$ cat src/pgpc_pkg.sv
// Shared constants for the pin control block: register map, fields, codes, timing
package pgpc_pkg;
    localparam int unsigned NUM_PINS = 2;
    localparam int unsigned ADDR_W   = 18;
    localparam int unsigned CTRL_W   = 16;

    // Register indices; byte address is four times the index
    localparam logic [15:0] PIN_A_IDX      = 16'h4040;
    localparam logic [15:0] PIN_B_IDX      = 16'h4041;
    localparam logic [15:0] OUT_DATA_IDX   = 16'h4044;
    localparam logic [15:0] IRQ_STATUS_IDX = 16'h4048;
    localparam logic [15:0] IRQ_MASK_IDX   = 16'h4049;

    // Control register field positions
    localparam int unsigned DIR_BIT      = 15;
    localparam int unsigned PULL_HI      = 14;
    localparam int unsigned PULL_LO      = 13;
    localparam int unsigned IRQ_MODE_BIT = 12;
    localparam int unsigned DOMAIN_BIT   = 11;
    localparam int unsigned POL_BIT      = 10;
    localparam int unsigned OD_BIT       = 9;
    localparam int unsigned ENA_BIT      = 7;
    localparam int unsigned FN_HI        = 3;
    localparam int unsigned FN_LO        = 0;

    // Input, pull-down, non-inverted, digital I/O supply, disabled, function 0
    localparam logic [15:0] CTRL_RESET = 16'hA400;
    // Bits 8 and 6:4 are not implemented
    localparam logic [15:0] CTRL_WMASK = 16'hFE8F;
    localparam logic [15:0] OUT_RESET  = 16'h0000;
    localparam logic [15:0] MASK_RESET = 16'h0000;

    localparam logic [1:0] PULL_NONE = 2'h0;
    localparam logic [1:0] PULL_DOWN = 2'h1;
    localparam logic [1:0] PULL_UP   = 2'h2;

    // Input function codes
    localparam logic [3:0] FN_IN_GPIO_LONG    = 4'h0;
    localparam logic [3:0] FN_IN_GPIO         = 4'h1;
    localparam logic [3:0] FN_IN_PWR_ONOFF    = 4'h2;
    localparam logic [3:0] FN_IN_SLEEP_WAKE   = 4'h3;
    localparam logic [3:0] FN_IN_SLEEP_WAKE_L = 4'h4;
    localparam logic [3:0] FN_IN_SLEEP        = 4'h5;
    localparam logic [3:0] FN_IN_PWR_ON       = 4'h6;
    localparam logic [3:0] FN_IN_WATCHDOG     = 4'h7;
    localparam logic [3:0] FN_IN_VSCALE_ONE   = 4'h8;
    localparam logic [3:0] FN_IN_VSCALE_TWO   = 4'h9;
    localparam logic [3:0] FN_IN_HW_EN_ONE    = 4'hA;
    localparam logic [3:0] FN_IN_HW_EN_TWO    = 4'hB;
    localparam logic [3:0] FN_IN_HW_CTL_ONE   = 4'hC;
    localparam logic [3:0] FN_IN_HW_CTL_TWO   = 4'hD;
    localparam logic [3:0] FN_IN_HW_CTL_ONE_L = 4'hE;
    localparam logic [3:0] FN_IN_HW_CTL_TWO_L = 4'hF;

    // Timing of the external power clock
    localparam int unsigned CLK_HZ     = 20_000_000;
    localparam int unsigned EXT_CLK_HZ = 2_000_000;
    localparam int unsigned EXT_HALF   = CLK_HZ / (2 * EXT_CLK_HZ);
endpackage

$ cat src/pgpc_clkdiv.sv
// Divider that makes the external power clock from the system clock
`timescale 1ns/1ps
`default_nettype none
module pgpc_clkdiv (
    input  wire logic clk,
    input  wire logic rst,
    output logic      half_tick,
    output logic      ext_clk
);
    typedef struct packed {
        logic [2:0] count;
        logic       tick;
        logic       level;
    } pgpc_div_state_t;

    localparam logic [2:0] LAST = 3'(pgpc_pkg::EXT_HALF - 1);

    pgpc_div_state_t state;
    pgpc_div_state_t next_state;

    always_comb begin
        next_state = state;
        next_state.tick = (state.count == LAST);
        if (state.count == LAST) begin
            next_state.count = 3'h0;
        end else begin
            next_state.count = state.count + 3'h1;
        end
        if (state.tick) begin
            next_state.level = ~state.level;
        end
    end

    always_ff @(posedge clk or posedge rst) begin
        if (rst) begin
            state <= '0;
        end else begin
            state <= next_state;
        end
    end

    assign half_tick = state.tick;
    assign ext_clk   = state.level;
endmodule
`default_nettype wire

$ cat src/pgpc_pin.sv
// One pin: pad drive, pulls, polarity, function routing and edge detection
`timescale 1ns/1ps
`default_nettype none
module pgpc_pin (
    input  wire logic        clk,
    input  wire logic        rst,
    input  wire logic [15:0] ctrl,
    input  wire logic [15:0] out_sources,
    input  wire logic        pad_in,
    output logic             pad_out,
    output logic             pad_oe,
    output logic             pull_up_en,
    output logic             pull_down_en,
    output logic             supply_domain_select,
    output logic [15:0]      in_func,
    output logic             edge_event
);
    typedef struct packed {
        logic        prev_level;
        logic        pad_out;
        logic        pad_oe;
        logic [15:0] in_func;
        logic        edge_event;
    } pgpc_pin_state_t;

    function automatic logic [15:0] onehot(input logic [3:0] code);
        onehot = 16'h0001 << code;
    endfunction

    pgpc_pin_state_t state;
    pgpc_pin_state_t next_state;

    logic       pin_enable;
    logic       pin_direction;
    logic       pin_polarity;
    logic       irq_edge_mode;
    logic       output_drive_type;
    logic [1:0] pull_select;
    logic [3:0] pin_function_select;

    assign pin_enable          = ctrl[pgpc_pkg::ENA_BIT];
    assign pin_direction       = ctrl[pgpc_pkg::DIR_BIT];
    assign pin_polarity        = ctrl[pgpc_pkg::POL_BIT];
    assign irq_edge_mode       = ctrl[pgpc_pkg::IRQ_MODE_BIT];
    assign output_drive_type   = ctrl[pgpc_pkg::OD_BIT];
    assign pull_select         = ctrl[pgpc_pkg::PULL_HI:pgpc_pkg::PULL_LO];
    assign pin_function_select = ctrl[pgpc_pkg::FN_HI:pgpc_pkg::FN_LO];

    always_comb begin
        logic level;
        logic value;
        logic in_active;
        logic drive;
        level     = 1'b0;
        value     = 1'b0;
        in_active = 1'b0;
        drive     = 1'b0;
        next_state = state;
        // RULE4: polarity applied to input
        level     = pad_in ^ ~pin_polarity;
        // RULE1: disabled pin is inert
        in_active = pin_enable & pin_direction;
        drive     = pin_enable & ~pin_direction;
        // RULE8: input function routing
        next_state.in_func = (in_active && level) ? onehot(pin_function_select) : 16'h0000;
        next_state.prev_level = level;
        // RULE5: single edge follows polarity
        next_state.edge_event = in_active & ~irq_edge_mode & level & ~state.prev_level;
        // RULE6: both edges in edge mode
        if (irq_edge_mode) begin
            next_state.edge_event = in_active & (level ^ state.prev_level);
        end
        // RULE12: output source by function
        value = out_sources[pin_function_select] ^ ~pin_polarity;
        // RULE2: CMOS or open-drain drive
        if (output_drive_type) begin
            next_state.pad_out = 1'b0;
            next_state.pad_oe  = drive & ~value;
        end else begin
            next_state.pad_out = value;
            next_state.pad_oe  = drive;
        end
    end

    always_ff @(posedge clk or posedge rst) begin
        if (rst) begin
            state <= '0;
        end else begin
            state <= next_state;
        end
    end

    // RULE3: pull select; reserved code gives no pull
    assign pull_up_en   = pin_enable & (pull_select == pgpc_pkg::PULL_UP);
    assign pull_down_en = pin_enable & (pull_select == pgpc_pkg::PULL_DOWN);
    // RULE7: supply domain reference
    assign supply_domain_select = ctrl[pgpc_pkg::DOMAIN_BIT];
    assign pad_out    = state.pad_out;
    assign pad_oe     = state.pad_oe;
    assign in_func    = state.in_func;
    assign edge_event = state.edge_event;
endmodule
`default_nettype wire

$ cat src/pgpc_top.sv
// Pin control block: Avalon-MM registers, two pins, routing and interrupt
// Behaviour
// RULE1: enable bit 7 tri-states pin when clear
// RULE2: bit 15 input/output; bit 9 open drain
// RULE3: pull field 14:13 none, down, up
// RULE4: polarity bit 10 sets active level
// RULE5: single edge follows polarity when mode clear
// RULE6: mode bit 12 set fires both edges
// RULE7: bit 11 picks pin supply domain
// RULE8: input codes 0,1 general input, debounce
// RULE9: input codes 2 to 6 power requests
// RULE10: codes 7,8,9 watchdog and voltage select
// RULE11: codes 10 to 15 hardware enable/control
// RULE12: output codes 0 to 4; 5-7 reserved
// RULE13: output codes 8 to 11 done, enables
// RULE14: codes 12 to 15 good, clock, reset
// RULE15: first pin control at index 4040h
// RULE16: second pin control at 4041h, same layout
// RULE17: unused bits read zero, ignore writes
`timescale 1ns/1ps
`default_nettype none
module pgpc_top (
    input  wire logic        clk,
    input  wire logic        rst,
    input  wire logic [17:0] avs_address,
    input  wire logic        avs_read,
    input  wire logic        avs_write,
    input  wire logic [31:0] avs_writedata,
    input  wire logic [3:0]  avs_byteenable,
    output logic [31:0]      avs_readdata,
    output logic             avs_waitrequest,
    output logic             irq,
    input  wire logic [1:0]  pad_in,
    output logic [1:0]       pad_out,
    output logic [1:0]       pad_oe,
    output logic [1:0]       pull_up_en,
    output logic [1:0]       pull_down_en,
    output logic [1:0]       supply_domain_select,
    input  wire logic        osc_32k,
    input  wire logic        on_state,
    input  wire logic        sleep_state,
    input  wire logic        power_state_change,
    input  wire logic [1:0]  dvs_done,
    input  wire logic [1:0]  ext_power_enable,
    input  wire logic        system_supply_good,
    input  wire logic        converter_power_good,
    input  wire logic        aux_reset,
    output logic [1:0]       gpio_in_level,
    output logic [1:0]       long_debounce_req,
    output logic             power_onoff_req,
    output logic             sleep_wake_req,
    output logic             sleep_req,
    output logic             power_on_req,
    output logic             watchdog_reset_req,
    output logic             voltage_scale_select_one,
    output logic             voltage_scale_select_two,
    output logic [1:0]       hw_enable_req,
    output logic [1:0]       hw_control_req
);
    localparam int unsigned NP = pgpc_pkg::NUM_PINS;

    typedef struct packed {
        logic [NP-1:0][15:0] ctrl;
        logic [NP-1:0]       out_data;
        logic [NP-1:0]       irq_status;
        logic [NP-1:0]       irq_mask;
        logic                ack;
        logic [31:0]         readdata;
    } pgpc_top_state_t;

    // Aligned word at the given register index
    function automatic logic hit(input logic [17:0] addr, input logic [15:0] idx);
        hit = (addr[17:2] == idx) && (addr[1:0] == 2'h0);
    endfunction

    // Byte-lane merge limited to the implemented bits
    function automatic logic [15:0] merge(input logic [15:0] old,
                                          input logic [15:0] wdata,
                                          input logic [1:0]  be,
                                          input logic [15:0] implemented);
        logic [15:0] lanes;
        lanes = {{8{be[1]}}, {8{be[0]}}} & implemented;
        merge = (old & ~lanes) | (wdata & lanes);
    endfunction

    pgpc_top_state_t state;
    pgpc_top_state_t next_state;

    logic                req;
    logic                wr;
    logic                ext_clk;
    logic [NP-1:0]       edge_event;
    logic [NP-1:0][15:0] in_func;
    logic [NP-1:0][15:0] out_sources;
    logic [15:0]         in_any;
    logic [15:0]         pin_mask;

    assign req      = avs_read | avs_write;
    // Writes land on the edge at which waitrequest is seen low
    assign wr       = avs_write & state.ack;
    assign pin_mask = 16'((1 << NP) - 1);

    always_comb begin
        logic [31:0] rd;
        logic [15:0] clear;
        rd    = 32'h0000_0000;
        clear = 16'h0000;
        next_state = state;

        // One wait state: request seen, then answered
        next_state.ack = req & ~state.ack;

        // RULE15: first pin control decode
        if (hit(avs_address, pgpc_pkg::PIN_A_IDX)) begin
            rd[15:0] = state.ctrl[0];
        end
        // RULE16: second pin control decode
        if (hit(avs_address, pgpc_pkg::PIN_B_IDX)) begin
            rd[15:0] = state.ctrl[1];
        end
        if (hit(avs_address, pgpc_pkg::OUT_DATA_IDX)) begin
            rd[NP-1:0] = state.out_data;
        end
        if (hit(avs_address, pgpc_pkg::IRQ_STATUS_IDX)) begin
            rd[NP-1:0] = state.irq_status;
        end
        if (hit(avs_address, pgpc_pkg::IRQ_MASK_IDX)) begin
            rd[NP-1:0] = state.irq_mask;
        end
        if (avs_read && !state.ack) begin
            next_state.readdata = rd;
        end

        if (wr) begin
            // RULE17: unused bits never stored
            if (hit(avs_address, pgpc_pkg::PIN_A_IDX)) begin
                next_state.ctrl[0] = merge(state.ctrl[0], avs_writedata[15:0],
                                           avs_byteenable[1:0], pgpc_pkg::CTRL_WMASK);
            end
            if (hit(avs_address, pgpc_pkg::PIN_B_IDX)) begin
                next_state.ctrl[1] = merge(state.ctrl[1], avs_writedata[15:0],
                                           avs_byteenable[1:0], pgpc_pkg::CTRL_WMASK);
            end
            if (hit(avs_address, pgpc_pkg::OUT_DATA_IDX)) begin
                next_state.out_data = NP'(merge(16'(state.out_data), avs_writedata[15:0],
                                                avs_byteenable[1:0], pin_mask));
            end
            if (hit(avs_address, pgpc_pkg::IRQ_MASK_IDX)) begin
                next_state.irq_mask = NP'(merge(16'(state.irq_mask), avs_writedata[15:0],
                                                avs_byteenable[1:0], pin_mask));
            end
            if (hit(avs_address, pgpc_pkg::IRQ_STATUS_IDX) && avs_byteenable[0]) begin
                clear = avs_writedata[15:0] & pin_mask;
            end
        end
        // A new edge in the clearing cycle survives the clear
        next_state.irq_status = (state.irq_status & ~clear[NP-1:0]) | edge_event;
    end

    always_ff @(posedge clk or posedge rst) begin
        if (rst) begin
            state.ctrl       <= {NP{pgpc_pkg::CTRL_RESET}};
            state.out_data   <= NP'(pgpc_pkg::OUT_RESET);
            state.irq_status <= '0;
            state.irq_mask   <= NP'(pgpc_pkg::MASK_RESET);
            state.ack        <= 1'b0;
            state.readdata   <= 32'h0000_0000;
        end else begin
            state <= next_state;
        end
    end

    assign avs_waitrequest = req & ~state.ack;
    assign avs_readdata    = state.readdata;
    assign irq             = |(state.irq_status & state.irq_mask);

    // RULE14: external power clock from the divider
    pgpc_clkdiv u_clkdiv (
        .clk       (clk),
        .rst       (rst),
        .half_tick (),
        .ext_clk   (ext_clk)
    );

    for (genvar p = 0; p < NP; p++) begin : g_pin
        // RULE13: converter done and power enable sources
        assign out_sources[p] = {aux_reset, ext_clk, converter_power_good, system_supply_good,
                                 ext_power_enable[1], ext_power_enable[0],
                                 dvs_done[1], dvs_done[0], 3'h0,
                                 power_state_change, sleep_state, on_state, osc_32k,
                                 state.out_data[p]};

        pgpc_pin u_pin (
            .clk                  (clk),
            .rst                  (rst),
            .ctrl                 (state.ctrl[p]),
            .out_sources          (out_sources[p]),
            .pad_in               (pad_in[p]),
            .pad_out              (pad_out[p]),
            .pad_oe               (pad_oe[p]),
            .pull_up_en           (pull_up_en[p]),
            .pull_down_en         (pull_down_en[p]),
            .supply_domain_select (supply_domain_select[p]),
            .in_func              (in_func[p]),
            .edge_event           (edge_event[p])
        );

        // RULE8: long debounce asked for codes 0, 4, 14, 15
        assign long_debounce_req[p] = state.ctrl[p][3:0] inside {
            pgpc_pkg::FN_IN_GPIO_LONG, pgpc_pkg::FN_IN_SLEEP_WAKE_L,
            pgpc_pkg::FN_IN_HW_CTL_ONE_L, pgpc_pkg::FN_IN_HW_CTL_TWO_L};

        assign gpio_in_level[p] = in_func[p][pgpc_pkg::FN_IN_GPIO_LONG] |
                                  in_func[p][pgpc_pkg::FN_IN_GPIO];
    end

    // Requests from both pins OR together
    always_comb begin
        in_any = 16'h0000;
        for (int i = 0; i < NP; i++) begin
            in_any = in_any | in_func[i];
        end
    end

    // RULE9: power and sleep requests
    assign power_onoff_req = in_any[pgpc_pkg::FN_IN_PWR_ONOFF];
    assign sleep_wake_req  = in_any[pgpc_pkg::FN_IN_SLEEP_WAKE] |
                             in_any[pgpc_pkg::FN_IN_SLEEP_WAKE_L];
    assign sleep_req       = in_any[pgpc_pkg::FN_IN_SLEEP];
    assign power_on_req    = in_any[pgpc_pkg::FN_IN_PWR_ON];
    // RULE10: watchdog and voltage selects
    assign watchdog_reset_req       = in_any[pgpc_pkg::FN_IN_WATCHDOG];
    assign voltage_scale_select_one = in_any[pgpc_pkg::FN_IN_VSCALE_ONE];
    assign voltage_scale_select_two = in_any[pgpc_pkg::FN_IN_VSCALE_TWO];
    // RULE11: hardware enables and controls
    assign hw_enable_req  = {in_any[pgpc_pkg::FN_IN_HW_EN_TWO], in_any[pgpc_pkg::FN_IN_HW_EN_ONE]};
    assign hw_control_req = {in_any[pgpc_pkg::FN_IN_HW_CTL_TWO] | in_any[pgpc_pkg::FN_IN_HW_CTL_TWO_L],
                             in_any[pgpc_pkg::FN_IN_HW_CTL_ONE] | in_any[pgpc_pkg::FN_IN_HW_CTL_ONE_L]};
endmodule
`default_nettype wire

$ cat config.mk
export PLATFORM = sky130hd
export DESIGN_NAME = pgpc_top
export DESIGN_NICKNAME = d
export VERILOG_FILES = /design/src/pgpc_pkg.sv /design/src/pgpc_clkdiv.sv /design/src/pgpc_pin.sv /design/src/pgpc_top.sv
export SDC_FILE = /design/constraint.sdc
export NUM_CORES = 1
export LEC_CHECK = 0
export BUFFER_PORTS_ARGS = -buffer_cell sky130_fd_sc_hd__buf_2
export CORE_MARGIN = 10
export CORE_UTILIZATION = 28
export CTS_CLUSTER_DIAMETER = 120
export DETAILED_ROUTE_END_ITERATION = 8
export SLEW_MARGIN = 20
export SYNTH_ARGS = -nofsm -noshare
export SYNTH_HDL_FRONTEND = slang
export SYNTH_SLANG_ARGS = --single-unit
$ cat constraint.sdc
create_clock -name clk -period 2.7 [get_ports clk]
set_input_delay 0.27 -clock clk [delete_from_list [all_inputs] [get_ports clk]]
set_output_delay 0.27 -clock clk [all_outputs]
set_load 0.01 [all_outputs]
# Yosys cells after proc, flatten, opt, wreduce, memory -nomap -nowiden

Cells that the tools add are included.

Word-level logic and storage cells: 140
Input bits: 71
Output and inout port bits: 59
Bits in registers: 100

Reductions and logical operators: 20
Eq/ne operators: 16
Bitwise logic cells: 61
Multiplexer cells: 18
Order comparisons: 2
Add/sub/neg operators: 1
Shifts and indexed selects: 2

Operators by type and width:

| operator             | number |
|---|---|
| $eq 16x15->1 const B | 5 |
| $mux 16              | 4 |
| $and 16x16->16       | 3 |
| $or 16x16->16        | 3 |
| $shl 1x4->16 const A | 2 |
| $and 1x1->1          | 20 |
| $eq 4x4->1 const B   | 4 |
| $not 16->16          | 1 |
| $mux 2               | 7 |
| $not 1->1            | 12 |
| $and 2x2->2          | 5 |
| $lt 4x5->1 const B   | 2 |
| $logic_and 1x1->1    | 9 |
| $bmux 1 s4           | 2 |
| $eq 4x3->1 const B   | 2 |
| $logic_not 4->1      | 2 |
| $reduce_and 2->1     | 4 |
| $reduce_bool 4->1    | 2 |
| $or 1x1->1           | 6 |
| $or 2x2->2           | 3 |
| $xor 1x1->1          | 6 |
| $eq 2x1->1 const B   | 2 |
| $eq 2x2->1 const B   | 2 |
| $mux 1               | 4 |
| other kinds (7)      | 8 |

# Logic depth before layout (Yosys ltp)

Word-level depth: 8
Mapped depth: 7
Depth with buffers taken out: 5

# By module

From an unflattened synthesis, not the netlist that was laid out.

Cells, all modules: 413
Area, all modules: 4,564.4 µm²

Modules (own cells, without submodules):

| module      | instances | sequential area each (µm²) | cells each | area an instance (µm²) |
|---|---|---|---|---|
| pgpc_top    | 1         | 1,083.5                    | 210        | 2,341.0 |
| pgpc_pin    | 2         | 500.5                      | 94         | 1,011.0 |
| pgpc_clkdiv | 1         | 125.1                      | 15         | 201.4 |

# Least setup slack after synthesis

No wires, ideal clock.

Path kind: in2reg
Start: in avs_address[10]
End: reg (tool-made name)
Path slack: 0.943 ns
Setup time: 0.125 ns
Cell stages on the path: 6
Required time: 2.575 ns
Arrival time: 1.633 ns
Cells stage by stage: nor4_4 nand3_2 nor4_1 and3b_1 buf_4 mux2_2

RTL lines:

| item        | line           | text |
|---|---|---|
| from (decl) | pgpc_top.sv:25 | `input wire logic [17:0] avs_address,` |

==> flow_metrics.tcl <==
set metrics [dict create \
    worst_slew_pin_slew_ns 0.552 \
    ios 130 \
    drv_cap 0 \
    syn_avg_cell_area_sq_um 10.9 \
    syn-cell-area_sq_um 4360 \
    setup_tns_ns 0 \
    worstSetupEndpointType "register" \
    rows 45 \
    powerDensity_nw_per_um2 573 \
    fillers 1550 \
    ys_top_cells_by_count "dfrtp_1 (82), buf_4 (45), nor2_1 (38)" \
    max_freq_mhz 453 \
    synthTopCellsByArea "dfrtp_1 (47%), buf_4 (7.7%), mux2_2 (6.2%)" \
    crit_arrival_ns 2.46 \
    clkLatencyLatePin_ns 0.34 \
    syn_inst 400 \
    core_sq_um 15300 \
    clk_pin_slew_ns 0.07 \
    ir_worst_vdd_v 0.000313 \
    synth.most_common_cell "dfrtp_1" \
    yosys_warnings 0 \
    regArea_sq_um 2210 \
    fin_crit_ns 2.21 \
    clock-sinks 88 \
    critPathRequiredTime_ns 2.95 \
    ant_nets 0 \
    antenna_found_initial 1 \
    areaGrowthSynthToFinish_pct 17.4 \
    initial_utilization_pct 28.6 \
    die_width_um 145 \
    globalRouteTotalUtil_pct 10.7 \
    synth-edff-count 0 \
    synth.distinct_cells 50 \
    wire_per_inst_um 16.4 \
    ctsRootBufferMaster "clkbuf_16" \
    seq_area_frac_synth_pct 50.7 \
    worst_hold_path_type "input port to register" \
    drive_above_1_share_pct 35.9 \
    multi_input_area_sq_um 1750 \
    overflow 0 \
    layout.cells.non_filler 676 \
    final_nets 531 \
    cp_max_fo 13 \
    cts-htree-levels 3 \
    criticalPathCategory "register to register" \
    die-area_sq_um 21000 \
    dp_cells 657 \
    grt_pass1_vias 3279 \
    drtPass1Iterations 4 \
    clock_path_buffers 2 \
    drt_iter0_drc 145 \
    synth_top_area_share_pct 47.0 \
    grt_max_degree 57 \
    cts_tree "yes" \
    final.period_utilization_pct 81.8 \
    num_vias 3069 \
    hpwl_mm 8.39 \
    drv_slew 0 \
    status "completed" \
    place.gp.congestion 0.798 \
    rsz0062_at_grt "false" \
    synth_top_area_cell "dfrtp_1" \
    setup_violations 0 \
    relSlewSlack_pct 62.2 \
    async_reset_ff_share_pct 100 \
    cts-buffers-inserted 9 \
    finalHoldViolations 0 \
    vias_per_cell 4.54 \
    leakagePower_uw 0.00255 \
    pre_cts_ws_ns 0.468 \
    setup_slack_ns 0.491 \
    grt_pass1_wl_mm 17.2 \
    post_cts_buffers 0 \
    critPathLaunchType "register" \
    numPortBuffers 87 \
    ys.flop_type "dfrtp_1" \
    fin_skew_ns 0.00611 \
    die_h_um 145 \
    wirelength_mm 11.1 \
    drc_errors 0 \
    ys_seq_elements 88 \
]
==> report_power, final <==
| part | switching [uW] | internal, uW | total, uW |
|---|---|---|---|
| Clock | 546 | 917 | 1460 |
| Sequential | 3.86 | 1320 | 1330 |
| Combinational | 93.9 | 50.6 | 145 |
==> per-layer routing <==
layer  global-route usage [%]  up-vias  wire length [um]
met5                        0        -                 0
met1                     12.2     1520              4490
met3                     4.37       11               995
li1                         -     1431                 -
met2                     17.5      107              5450
met4                     3.94        0               123
==> final cells by class <==
type | instances | share of cell area [%]
clock inverters | 7 | 2.49
diodes | 2 | 0.0978
inverters | 14 | 1.05
well taps | 211 | 5.16
repair buffers | 92 | 9.53
clock buffers | 9 | 4.40
multi-input cells | 253 | 34.1
flip-flops and latches | 88 | 43.2
==> what timing repair did <==
item | CTS | global route
gates resized for setup | 0 | 0
endpoints found under the hold margin | 32 | 0
hold buffers | 1 | 0
==> critical path, cell delays in order (launching register included) <==
cell and delay (ns):
dfrtp_1 0.64, mux2i_1 0.15, and3_1 0.21, o41ai_2 0.60, nand3_1 0.21, a311oi_2 0.29
==> stage by stage <==
step           instance area, sq um  utilization, %  hold WS [ns]  power [uW]
3_5_place_dp                   4750            31.1         0.335        1500
4_1_cts                        5110            33.5         0.152        2970
2_1_floorplan                  4430               -         0.404        1450
3_3_place_gp                   4750            31.1         0.326        1490
5_1_grt                        5120            33.5         0.162        3040
6_report                       5120            33.6         0.169        2930
==> cell families after synthesis <==
logic type                 Yosys count  share of synthesized area [%]
AOI/OAI and AO/OA                   41                           6.97
xor gates and xnor gates             3                          0.603
adders and majority gates            2                          0.574
buffers and inverters               78                           10.9
DFF                                 88                           50.7
muxes                               46                           12.4
other                                1                         0.0860
and+or+nand+nor                    141                           17.8
==> cell usage in the layout, fill, tap and decap left out, drive strengths merged, types with 2 or more instances in the layout <==
| cell | instances |
|---|---|
| a2111oi | 4 |
| a211o | 2 |
| a211oi | 2 |
| a21o | 4 |
| a21oi | 4 |
| a311oi | 2 |
| a31oi | 2 |
| and3 | 6 |
| and3b | 4 |
| buf | 91 |
| bufinv | 3 |
| clkbuf | 9 |
| clkinv | 3 |
| conb | 20 |
| dfrtp | 82 |
| dfstp | 6 |
| diode | 2 |
| ha | 2 |
| inv | 15 |
| mux2 | 29 |
| mux2i | 15 |
| mux4 | 2 |
| nand2 | 27 |
| nand2b | 5 |
| nand3 | 13 |
| nor2 | 38 |
| nor2b | 6 |
| nor3 | 8 |
| nor3b | 4 |
| nor4 | 4 |
| nor4b | 2 |
| o21ai | 12 |
| o31ai | 2 |
| o41ai | 3 |
| or2 | 13 |
| or3 | 2 |
| or4 | 6 |
| xor2 | 3 |
==> worst paths after layout <==
path,end,startpoint,slack (ns),cells past startpoint
setup / recovery,g_pin[1].u_pin.pad_oe,register,0.49,5
hold / removal,register,avs_writedata[2],0.17,2
setup reg to reg,g_pin[1].u_pin.pad_oe,register,0.49,5
hold reg to reg,u_clkdiv.ext_clk,u_clkdiv.half_tick,0.44,1
max in group asynchronous,asynchronous set/reset pin,rst,1.45,4
min in group asynchronous,g_pin[0].u_pin.in_func[0],rst,0.53,3
No activity file was read; power rests on OpenSTA's default activity.
